$ cat src/scc_pkg.sv
// shared constants for the serial port control block
package scc_pkg;
    // register offsets (byte addresses, low 8 bits of the map)
    localparam logic [7:0] ADDR_CTRL_ONE  = 8'he8;
    localparam logic [7:0] ADDR_CTRL_TWO  = 8'he9;
    localparam logic [7:0] ADDR_BAUD      = 8'hea;
    localparam logic [7:0] ADDR_STATUS    = 8'heb;
    localparam logic [7:0] ADDR_IRQ_MASK  = 8'hf0;
    localparam logic [7:0] ADDR_IRQ_STAT  = 8'hf1;
    // control one fields
    localparam int C1_RXF_IE   = 7;
    localparam int C1_EN       = 6;
    localparam int C1_TXE_IE   = 5;
    localparam int C1_MASTER   = 4;
    localparam int C1_CLOCK_POLARITY     = 3;
    localparam int C1_CLOCK_PHASE     = 2;
    localparam int C1_SELECT_OUTPUT_ENABLE     = 1;
    localparam int C1_LSBF     = 0;
    // control two fields
    localparam int C2_WIDTH    = 6;
    localparam int C2_MODE_FAULT_ENABLE   = 4;
    localparam int C2_BIDIR_OUTPUT_ENABLE  = 3;
    localparam int C2_WAITSTOP = 1;
    localparam int C2_PINCTL   = 0;
    localparam logic [7:0] C2_IMPL_MASK = 8'h5b;
    localparam logic [7:0] BAUD_IMPL_MASK = 8'h77;
    // status fields
    localparam int ST_DONE     = 7;
    localparam int ST_TXE      = 5;
    localparam int ST_MODE_FAULT_FLAG     = 4;
    // interrupt status bits
    localparam int IRQ_DONE    = 0;
    localparam int IRQ_TXE     = 1;
    localparam int IRQ_MODE_FAULT_FLAG    = 2;
    localparam logic [7:0] IRQ_IMPL_MASK = 8'h07;
    // reset values
    localparam logic [7:0] CTRL_ONE_RST = 8'h04;
    localparam logic [7:0] CTRL_TWO_RST = 8'h00;
    localparam logic [7:0] BAUD_RST     = 8'h00;
endpackage

$ cat src/scc_link_if.sv
// carrier between the control top and its helper modules
`timescale 1ns/100ps
interface scc_link_if;
    logic       enable;
    logic       master;
    logic       clock_polarity;
    logic       clock_phase;
    logic       lsb_first;
    logic       wide;
    logic       abort;
    logic       clk_run;
    logic [2:0] presel;
    logic [2:0] sel;
    logic       baud_tick;
    logic       busy;
    logic       done;
    logic [15:0] tx_word;
    logic       tx_load;
    logic [15:0] rx_word;
    logic       sck_o;
    logic       sdo;
    logic       sdi;
    modport ctrl (output enable, master, clock_polarity, clock_phase, lsb_first, wide, abort,
                  clk_run, presel, sel, tx_word, tx_load, sdi,
                  input baud_tick, busy, done, rx_word, sck_o, sdo);
    modport baud (input enable, master, abort, clk_run, presel, sel, busy,
                  output baud_tick);
    modport shift (input enable, master, clock_polarity, clock_phase, lsb_first, wide, abort,
                   baud_tick, tx_word, tx_load, sdi,
                   output busy, done, rx_word, sck_o, sdo);
endinterface

$ cat src/scc_baud.sv
// baud divider: one tick per half serial clock period
`timescale 1ns/100ps
module scc_baud (
    // clock and reset
    input  wire logic clk,
    input  wire logic nrst,
    // link
    scc_link_if.baud  lk
);
    logic [11:0] cnt_q;
    logic [11:0] half_w;

    // half divisor = (presel+1) * 2^sel
    assign half_w = 12'((({9'h000, lk.presel} + 12'h001)) << lk.sel);

    // free count while a master transfer runs
    always_ff @(posedge clk or negedge nrst) begin
        if (!nrst) begin
            cnt_q <= 12'h000;
        end else if (!lk.enable || !lk.master || lk.abort || !lk.busy ||
                     !lk.clk_run) begin
            cnt_q <= (!lk.clk_run && lk.busy && !lk.abort) ? cnt_q : 12'h000;
        end else if (cnt_q == half_w - 12'h001) begin
            cnt_q <= 12'h000;
        end else begin
            cnt_q <= cnt_q + 12'h001;
        end
    end

    assign lk.baud_tick = lk.enable && lk.master && lk.busy && lk.clk_run &&
                          !lk.abort && (cnt_q == half_w - 12'h001);
endmodule

$ cat src/scc_shift.sv
// master shifter: serial clock, bit order, width and abort
`timescale 1ns/100ps
module scc_shift (
    // clock and reset
    input  wire logic clk,
    input  wire logic nrst,
    // link
    scc_link_if.shift lk
);
    logic [15:0] sh_q;
    logic [5:0]  edge_q;
    logic        busy_q;
    logic        done_q;
    logic        sck_q;
    logic        sample_q;
    logic [15:0] rx_q;
    logic [5:0]  last_w;
    logic        last_bit;

    assign last_w = lk.wide ? 6'd32 : 6'd16;
    // phase 1 samples its final bit on the closing edge itself
    assign last_bit = lk.clock_phase ? lk.sdi : sample_q;

    // transfer sequencing, edges counted from 1
    always_ff @(posedge clk or negedge nrst) begin
        if (!nrst) begin
            sh_q     <= 16'h0000;
            edge_q   <= 6'd0;
            busy_q   <= 1'b0;
            done_q   <= 1'b0;
            sck_q    <= 1'b0;
            sample_q <= 1'b0;
            rx_q     <= 16'h0000;
        end else begin
            done_q <= 1'b0;
            if (!lk.enable || !lk.master || lk.abort) begin
                busy_q <= 1'b0;
                edge_q <= 6'd0;
                sck_q  <= 1'b0;
            end else if (lk.tx_load && !busy_q) begin
                sh_q   <= lk.tx_word;
                busy_q <= 1'b1;
                edge_q <= 6'd0;
            end else if (busy_q && lk.baud_tick) begin
                edge_q <= edge_q + 6'd1;
                sck_q  <= ~sck_q;
                // odd edges sample when phase 0, even edges when phase 1
                if ((edge_q[0] == 1'b0) != lk.clock_phase) begin
                    sample_q <= lk.sdi;
                end else if (edge_q != 6'd0) begin
                    // phase 1 keeps the first bit standing over edge one
                    sh_q <= lk.lsb_first ? {sample_q, sh_q[15:1]}
                                         : {sh_q[14:0], sample_q};
                end
                if (edge_q + 6'd1 == last_w) begin
                    busy_q <= 1'b0;
                    done_q <= 1'b1;
                    sck_q  <= 1'b0;
                    if (lk.lsb_first) begin
                        // lsb-first samples enter from the top end
                        rx_q <= lk.wide ? {last_bit, sh_q[15:1]}
                                        : {8'h00, last_bit, sh_q[15:9]};
                    end else begin
                        rx_q <= lk.wide ? {sh_q[14:0], last_bit}
                                        : {8'h00, sh_q[6:0], last_bit};
                    end
                end
            end
        end
    end

    assign lk.busy    = busy_q;
    assign lk.done    = done_q;
    assign lk.rx_word = rx_q;
    assign lk.sck_o   = sck_q ^ lk.clock_polarity;
    // msb-first output of an 8-bit word leaves from bit 7
    assign lk.sdo     = lk.lsb_first ? sh_q[0]
                      : (lk.wide ? sh_q[15] : sh_q[7]);
endmodule

$ cat src/scc_top.sv
// serial port control registers with pin steering and interrupts
// Summary of operation
// - control-one bit 7 gates done and mode-fault interrupt requests
// - bit 6 enables port and pins; clearing idles port, clears status
// - bit 5 gates transmit-empty interrupt requests
// - bit 4 picks slave or master; any role switch forces idle
// - bit 3 sets idle clock level; both ends must match
// - bit 2 phase: sample odd edges at 0, even edges at 1
// - bit 0 picks lsb-first shifting; data register layout unchanged
// - select pin use follows role, fault enable and output enable
// - master-mode changes of format bits abort transfer and idle
// - control-two bit 6 picks 8 or 16 bit transfers
// - bidir output enable drives out pin in single-wire use; master change then aborts
// - control-two bit 1 stops serial clock in wait mode
// - pin control bit picks normal or single-wire pin use
// - unimplemented control-two bits ignore writes
// - master bit rate is bus clock over baud divisor
// - unimplemented bits read as zero
`timescale 1ns/100ps
module scc_top (
    // clock and reset
    input  wire logic       clk,
    input  wire logic       nrst,
    // register port
    input  wire logic [7:0] addr,
    input  wire logic [7:0] wdata,
    input  wire logic       wr,
    input  wire logic       rd,
    output logic      [7:0] rdata,
    // data words to and from the data register block
    input  wire logic [15:0] tx_data,
    input  wire logic       tx_write,
    output logic      [15:0] rx_data,
    // system
    input  wire logic       wait_mode,
    output logic            irq,
    // serial pins
    input  wire logic       mosi_i,
    output logic            mosi_o,
    output logic            mosi_oe,
    input  wire logic       miso_i,
    output logic            miso_o,
    output logic            miso_oe,
    input  wire logic       sck_i,
    output logic            sck_o,
    output logic            sck_oe,
    input  wire logic       ssel_n_i,
    output logic            ssel_n_o,
    output logic            ssel_n_oe
);
    scc_link_if lk ();

    logic [7:0] ctrl_one_q;
    logic [7:0] ctrl_two_q;
    logic [7:0] baud_q;
    logic       done_flag_q;
    logic       txe_flag_q;
    logic       mode_fault_flag_flag_q;
    logic [7:0] irq_mask_q;
    logic [7:0] irq_stat_q;
    logic [7:0] rdata_q;
    logic [7:0] c1_d;
    logic [7:0] c2_d;
    logic [7:0] bd_d;
    logic       wr_c1;
    logic       wr_c2;
    logic       wr_bd;
    logic       fault_w;
    logic       abort_w;
    logic       pinctl;
    logic       master;
    logic       fault_in_mode;

    // write decode
    assign wr_c1 = wr && (addr == scc_pkg::ADDR_CTRL_ONE);
    assign wr_c2 = wr && (addr == scc_pkg::ADDR_CTRL_TWO);
    assign wr_bd = wr && (addr == scc_pkg::ADDR_BAUD);
    assign master = ctrl_one_q[scc_pkg::C1_MASTER];
    assign pinctl = ctrl_two_q[scc_pkg::C2_PINCTL];

    assign fault_in_mode = master && ctrl_two_q[scc_pkg::C2_MODE_FAULT_ENABLE] &&
                           !ctrl_one_q[scc_pkg::C1_SELECT_OUTPUT_ENABLE];
    assign fault_w = ctrl_one_q[scc_pkg::C1_EN] && fault_in_mode &&
                     !ssel_n_i;

    // next values of the control registers
    always_comb begin
        c1_d = wr_c1 ? wdata : ctrl_one_q;
        c2_d = wr_c2 ? (wdata & scc_pkg::C2_IMPL_MASK) : ctrl_two_q;
        bd_d = wr_bd ? (wdata & scc_pkg::BAUD_IMPL_MASK) : baud_q;
        if (fault_w) begin
            c1_d[scc_pkg::C1_MASTER] = 1'b0;
        end
    end

    always_comb begin
        abort_w = (c1_d[scc_pkg::C1_MASTER] != master) ||
                  !c1_d[scc_pkg::C1_EN];
        if (master) begin
            abort_w = abort_w ||
                (c1_d[3:0] != ctrl_one_q[3:0]) ||
                (c2_d[scc_pkg::C2_WIDTH] != ctrl_two_q[scc_pkg::C2_WIDTH]) ||
                (c2_d[scc_pkg::C2_MODE_FAULT_ENABLE] !=
                 ctrl_two_q[scc_pkg::C2_MODE_FAULT_ENABLE]) ||
                (c2_d[scc_pkg::C2_PINCTL] != pinctl) ||
                (pinctl && (c2_d[scc_pkg::C2_BIDIR_OUTPUT_ENABLE] !=
                            ctrl_two_q[scc_pkg::C2_BIDIR_OUTPUT_ENABLE])) ||
                (bd_d != baud_q);
        end
    end

    // control register storage
    always_ff @(posedge clk or negedge nrst) begin
        if (!nrst) begin
            ctrl_one_q <= scc_pkg::CTRL_ONE_RST;
            ctrl_two_q <= scc_pkg::CTRL_TWO_RST;
            baud_q     <= scc_pkg::BAUD_RST;
        end else begin
            ctrl_one_q <= c1_d;
            ctrl_two_q <= c2_d;
            baud_q     <= bd_d;
        end
    end

    always_ff @(posedge clk or negedge nrst) begin
        if (!nrst) begin
            done_flag_q <= 1'b0;
            txe_flag_q  <= 1'b0;
            mode_fault_flag_flag_q <= 1'b0;
        end else if (!ctrl_one_q[scc_pkg::C1_EN]) begin
            done_flag_q <= 1'b0;
            txe_flag_q  <= 1'b0;
            mode_fault_flag_flag_q <= 1'b0;
        end else begin
            // set wins over the read clear
            done_flag_q <= lk.done ||
                (done_flag_q && !(rd && addr == scc_pkg::ADDR_STATUS));
            txe_flag_q  <= (!lk.busy && !tx_write) ||
                (txe_flag_q && !tx_write);
            mode_fault_flag_flag_q <= fault_w ||
                (mode_fault_flag_flag_q && !(wr_c1 && !fault_w));
        end
    end

    // sticky interrupt status, write one to clear, set wins
    always_ff @(posedge clk or negedge nrst) begin
        if (!nrst) begin
            irq_stat_q <= 8'h00;
            irq_mask_q <= 8'h00;
        end else begin
            irq_stat_q <= (irq_stat_q &
                ~((wr && addr == scc_pkg::ADDR_IRQ_STAT) ? wdata : 8'h00)) |
                {5'h00, fault_w, lk.done && !lk.abort, lk.done};
            if (wr && addr == scc_pkg::ADDR_IRQ_MASK) begin
                irq_mask_q <= wdata & scc_pkg::IRQ_IMPL_MASK;
            end
        end
    end

    assign irq = (ctrl_one_q[scc_pkg::C1_RXF_IE] &&
                  (done_flag_q || mode_fault_flag_flag_q)) ||
                 (ctrl_one_q[scc_pkg::C1_TXE_IE] && txe_flag_q) ||
                 |(irq_stat_q & irq_mask_q);

    always_ff @(posedge clk or negedge nrst) begin
        if (!nrst) begin
            rdata_q <= 8'h00;
        end else if (rd) begin
            case (addr)
                scc_pkg::ADDR_CTRL_ONE: rdata_q <= ctrl_one_q;
                scc_pkg::ADDR_CTRL_TWO: rdata_q <= ctrl_two_q;
                scc_pkg::ADDR_BAUD:     rdata_q <= baud_q;
                scc_pkg::ADDR_STATUS:   rdata_q <= {done_flag_q, 1'b0,
                    txe_flag_q, mode_fault_flag_flag_q, 4'h0};
                scc_pkg::ADDR_IRQ_MASK: rdata_q <= irq_mask_q;
                scc_pkg::ADDR_IRQ_STAT: rdata_q <= irq_stat_q;
                default:                rdata_q <= 8'h00;
            endcase
        end else begin
            rdata_q <= 8'h00;
        end
    end
    assign rdata = rdata_q;

    // link configuration toward shifter and divider
    assign lk.enable    = ctrl_one_q[scc_pkg::C1_EN];
    assign lk.master    = master;
    assign lk.clock_polarity      = ctrl_one_q[scc_pkg::C1_CLOCK_POLARITY];
    assign lk.clock_phase      = ctrl_one_q[scc_pkg::C1_CLOCK_PHASE];
    assign lk.lsb_first = ctrl_one_q[scc_pkg::C1_LSBF];
    assign lk.wide      = ctrl_two_q[scc_pkg::C2_WIDTH];
    assign lk.abort     = abort_w;
    assign lk.clk_run   = !(wait_mode && ctrl_two_q[scc_pkg::C2_WAITSTOP]);
    assign lk.presel    = baud_q[6:4];
    assign lk.sel       = baud_q[2:0];
    assign lk.tx_word   = tx_data;
    assign lk.tx_load   = tx_write;
    assign lk.sdi       = pinctl ? mosi_i : miso_i;
    assign rx_data      = lk.rx_word;

    scc_baud u_baud (
        .clk  (clk),
        .nrst (nrst),
        .lk   (lk)
    );

    scc_shift u_shift (
        .clk  (clk),
        .nrst (nrst),
        .lk   (lk)
    );

    always_comb begin
        mosi_oe = 1'b0;
        miso_oe = 1'b0;
        sck_oe  = 1'b0;
        if (lk.enable && master) begin
            sck_oe  = 1'b1;
            mosi_oe = pinctl ? ctrl_two_q[scc_pkg::C2_BIDIR_OUTPUT_ENABLE] : 1'b1;
        end else if (lk.enable) begin
            miso_oe = (pinctl ? ctrl_two_q[scc_pkg::C2_BIDIR_OUTPUT_ENABLE] : 1'b1) &&
                      !ssel_n_i;
        end
    end
    assign mosi_o = lk.sdo;
    assign miso_o = 1'b0;
    assign sck_o  = lk.sck_o;

    assign ssel_n_oe = lk.enable && master &&
                       ctrl_two_q[scc_pkg::C2_MODE_FAULT_ENABLE] &&
                       ctrl_one_q[scc_pkg::C1_SELECT_OUTPUT_ENABLE];
    assign ssel_n_o  = !lk.busy;

    // sck_i only matters to a slave shifter outside this block
    logic unused_sck;
    assign unused_sck = sck_i;
endmodule

$ cat config.mk
export PLATFORM = sky130hd
export DESIGN_NAME = scc_top
export DESIGN_NICKNAME = d
export VERILOG_FILES = /design/src/scc_pkg.sv /design/src/scc_link_if.sv /design/src/scc_baud.sv /design/src/scc_shift.sv /design/src/scc_top.sv
export SDC_FILE = /design/constraint.sdc
export NUM_CORES = 1
export LEC_CHECK = 0
export BUFFER_PORTS_ARGS = -buffer_cell sky130_fd_sc_hd__buf_2
export CORE_AREA = 2 2 136 105
export CTS_CLUSTER_DIAMETER = 80
export CTS_CLUSTER_SIZE = 24
export DETAILED_ROUTE_END_ITERATION = 6
export DIE_AREA = 0 0 138 107
export PLACE_DENSITY = 0.68
export SLEW_MARGIN = 20
export SYNTH_ARGS = -nofsm -noshare
export SYNTH_HDL_FRONTEND = slang
export SYNTH_SLANG_ARGS = --single-unit
$ cat constraint.sdc
create_clock -name clk -period 4.3 [get_ports clk]
set_input_delay 0.215 -clock clk [delete_from_list [all_inputs] [get_ports clk]]
set_output_delay 0.215 -clock clk [all_outputs]
set_load 0.1 [all_outputs]
==> metrics.md <==
| Metric | Value |
|---|---|
| Post-CTS sizing | 0 |
| Min Hold Slack | -0.0372 ns |
| Area grow syn2layout | 11.9% |
| Mapped Area | 6300 µm² |
| H-Tree Depth | 3 |
| Die W | 138 µm |
| Core Area | 13400 µm² |
| Failing checks | hold timing |
| Number of synthesis warnings | 0 |
| Setup CP Type | flop to flop |
| Via density per instance | 6.16 |
| Post-synth ARST share | 1.00 |
| Initial core utilization | 0.470 |
| Vias in the first global route | 5365 |
| Placed cells | 922 |
| Final hold violations | 27 |
| 1st-iter DRT viols | 612 |
| Top-area cell type share of the netlist area | 0.381 |
| Skew-Pair Late Insertion Delay | 0.36 ns |
| Antenna viol nets, final | 0 |
| Share of layout cells above drive strength 1 | 0.190 |
| Routed WL per cell | 18.4 µm |
| Ranking of synthesized cells by area | dfrtp_1 38%, mux2_2 4.3%, nand2_1 4.1%, mux2i_1 3.3%, o21ai_0 3.3% |
| Netlist cell types | 77 |
| Worst-path fanout max | 12 |
| CP startpoint kind | flop |
| Hold-fix buffers at CTS | 0 |
| DRC Markers | 0 |
| Main flop type after synthesis | dfrtp_1 |
| #FFs+latches synth | 97 |
| Die ar. | 14800 µm² |
| CP Data Required Time | 4.58 ns |
| Max transition margin | 0.332 |
| Post-CTS setup buffers | 0 |
| CTS root buf | clkbuf_16 |
| Grt ovf | 0 |
| Sequential element share of the synthesized area | 0.385 |
| HP Class | primary input to asynchronous set/reset pin |
| Clk slew on worst S/H paths | 0.07 ns |
| Unrepaired setup endpoints after global routing | no |
| Largest net degree at the start of global routing | 67 |
| Mapped Cells | 708 |
| Setup_tns | 0 ns |
| PwrDens | 301 nW/µm² |
| WL final | 17.2 mm |
| Sink Count | 97 |
| Final instance area | 7050 µm² |
| Max Fclk | 254 MHz |
| Number of core rows | 37 |
| Num CTS Buffers | 9 |
| Area after DPL | 6750 µm² |
| Worst EP arrival | 4.22 ns |
| Mean post-synth cell area | 8.90 µm² |
| Peak VDD IR | 0.230 mV |
| Final number of setup-violating endpoints | 0 |
| Routability cong. | 0.933 |
| Post-Syn Nets | 755 |
| Clock buffer depth | 2 |
| Post-synth EDFFs | 0 |
| # diodes | 0 |
| Vias | 5782 |
| Max Slew Vio Count | 0 |
| Yosys top cell by area | dfrtp_1 |
| HPWL Detailed | 12.3 mm |
| Pre-Repair DR Iteration Count | 7 |
| Period utilization | 0.917 |
| Nets@finish | 805 |
| Fin Clk Skew | 0.0132 ns |
| Total design power | 2.12 mW |
| Initial antenna violation count | 0 |
| Final non-filler cell total | 938 |
| CTS tree | yes |
| Crit path capture type | flop |
| Status | finished, violations left |
| Input/output buffers | 72 |
| Worst-margin pin slew | 0.988 ns |
| LEAKAGE | 3.12 nW |
| Die height | 107 µm |
| GR Util All Layers | 0.234 |
| Global-route wire length before repair | 28.1 mm |
| Min Tclk post-route | 3.94 ns |
| Max_cap viols | 0 |
| Filler instances | 1266 |
| Ports | 75 |
==> per-stage QoR <==
stage	utilization	setup WS, ns
6_report	0.525	0.359
2_1_floorplan	-	0.424
5_1_grt	0.525	0.132
4_1_cts	0.525	0.430
3_5_place_dp	0.503	0.458
3_3_place_gp	0.503	0.568
==> cells in the mapped netlist, types with 4 or more instances <==
| cell type | n |
|---|---|
| dfrtp_1 | 96 |
| nand2_1 | 69 |
| nor2_1 | 46 |
| o21ai_0 | 42 |
| a21oi_1 | 32 |
| nor3_1 | 26 |
| nand3_1 | 25 |
| clkbuf_1 | 24 |
| mux2_2 | 24 |
| o31ai_1 | 22 |
| mux2i_1 | 21 |
| nand2b_1 | 21 |
| inv_1 | 20 |
| and3_1 | 19 |
| a211oi_1 | 14 |
| o211ai_1 | 14 |
| nor2b_1 | 13 |
| a22o_1 | 11 |
| and2_1 | 11 |
| buf_2 | 10 |
| nor4_1 | 10 |
| xnor2_1 | 10 |
| nand4_1 | 9 |
| a222oi_1 | 7 |
| a22oi_1 | 7 |
| a31oi_1 | 7 |
| a21boi_0 | 5 |
| a21o_1 | 5 |
| buf_6 | 5 |
| ha_1 | 5 |
| xor2_1 | 5 |
| buf_1 | 4 |
| o22ai_1 | 4 |
==> final timing paths <==
path                                        from                     to  slack, ns  depth (start not counted)
max in group asynchronous                   nrst        u_shift.lk.busy       3.41                          2
max reg2reg                            baud_q[5]      u_shift.edge_q[2]       0.36                         15
min reg2reg                u_shift.lk.rx_word[0]  u_shift.lk.rx_word[0]       0.51                          1
min                                         nrst               rdata[2]      -0.04                          1
max                                    baud_q[5]      u_shift.edge_q[2]       0.36                         15
min in group clk                        wdata[7]          irq_stat_q[7]       0.06                          2
==> routing by layer <==
metal  vias up  part of all wire  global-route usage  wire [µm]
met5         -                 0                   0          0
met4         0             0.010              0.0561        174
met3        20             0.069              0.0487       1200
met2       224              0.44               0.347       7640
met1      2820              0.48               0.350       8220
li1       2718                 -                   -          -
==> placed cells by master (no fill, tap or decap), types with 13 or more instances in the layout <==
cell / instances
dfrtp_1: 96
buf_2: 71
nand2_1: 69
nor2_1: 46
o21ai_0: 42
a21oi_1: 32
nor3_1: 26
nand3_1: 25
mux2_2: 24
o31ai_1: 22
nand2b_1: 21
mux2i_1: 21
inv_1: 20
and3_1: 19
a211oi_1: 14
o211ai_1: 14
buf_4: 14
nor2b_1: 13
==> final cells by class <==
| type | count | area (µm²) | share of cell area |
|---|---|---|---|
| clock inverter | 5 | 45.0 | 0.00639 |
| multi-input combinational | 544 | 3570 | 0.506 |
| timing repair buffer | 85 | 460 | 0.0653 |
| clock buffer | 11 | 253 | 0.0358 |
| tap | 175 | 219 | 0.0310 |
| inverter | 21 | 78.8 | 0.0112 |
| sequential | 97 | 2430 | 0.344 |
==> report_power, final <==
part	internal (mW)	total [mW]	switching (mW)	leakage, nW
combinational	0.116	0.367	0.251	1.68
clock	0.433	0.812	0.379	0.144
sequential	0.924	0.943	0.0189	1.30
==> sequential cells by signal (all words and copies together), names as in the netlist, 3 cells and up <==
name,flops
u_shift.lk.rx_word,16
u_baud.cnt_q,12
rdata,8
baud_q,8
ctrl_one_q,8
ctrl_two_q,5
irq_mask_q,3
u_shift.edge_q,6
u_shift.sh_q,16
irq_stat_q,8
==> logic make-up (layout without fill, tap and decap cells) <==
kind of cell             after synthesis  count (layout)  share of synthesized area
flip-flops                            97              97                      0.385
adder cells (fa/ha/maj)                5               5                    0.00992
other                                  1               1                   0.000595
AND/OR/NAND/NOR                      272             272                      0.226
AO/OA/AOI/OAI                        202             202                      0.220
buffers and inverters                 67             122                     0.0496
multiplexers                          47              47                     0.0810
XOR/XNOR                              17              17                     0.0278
==> critical path, cell delays in order, from the launching register on <==
cell       delay, ns
dfrtp_1         0.48
ha_1            0.46
nand2b_1        0.14
o21ai_0         0.18
nand2_1         0.10
ha_1            0.27
xnor2_1         0.31
o2111ai_1       0.18
nor2_1          0.12
o21ai_0         0.09
mux2i_1         0.22
and4b_1         0.24
nand4_1         0.22
buf_4           0.26
or4_1           0.46
a21boi_1        0.14
No activity file was read; power rests on OpenSTA's default activity.
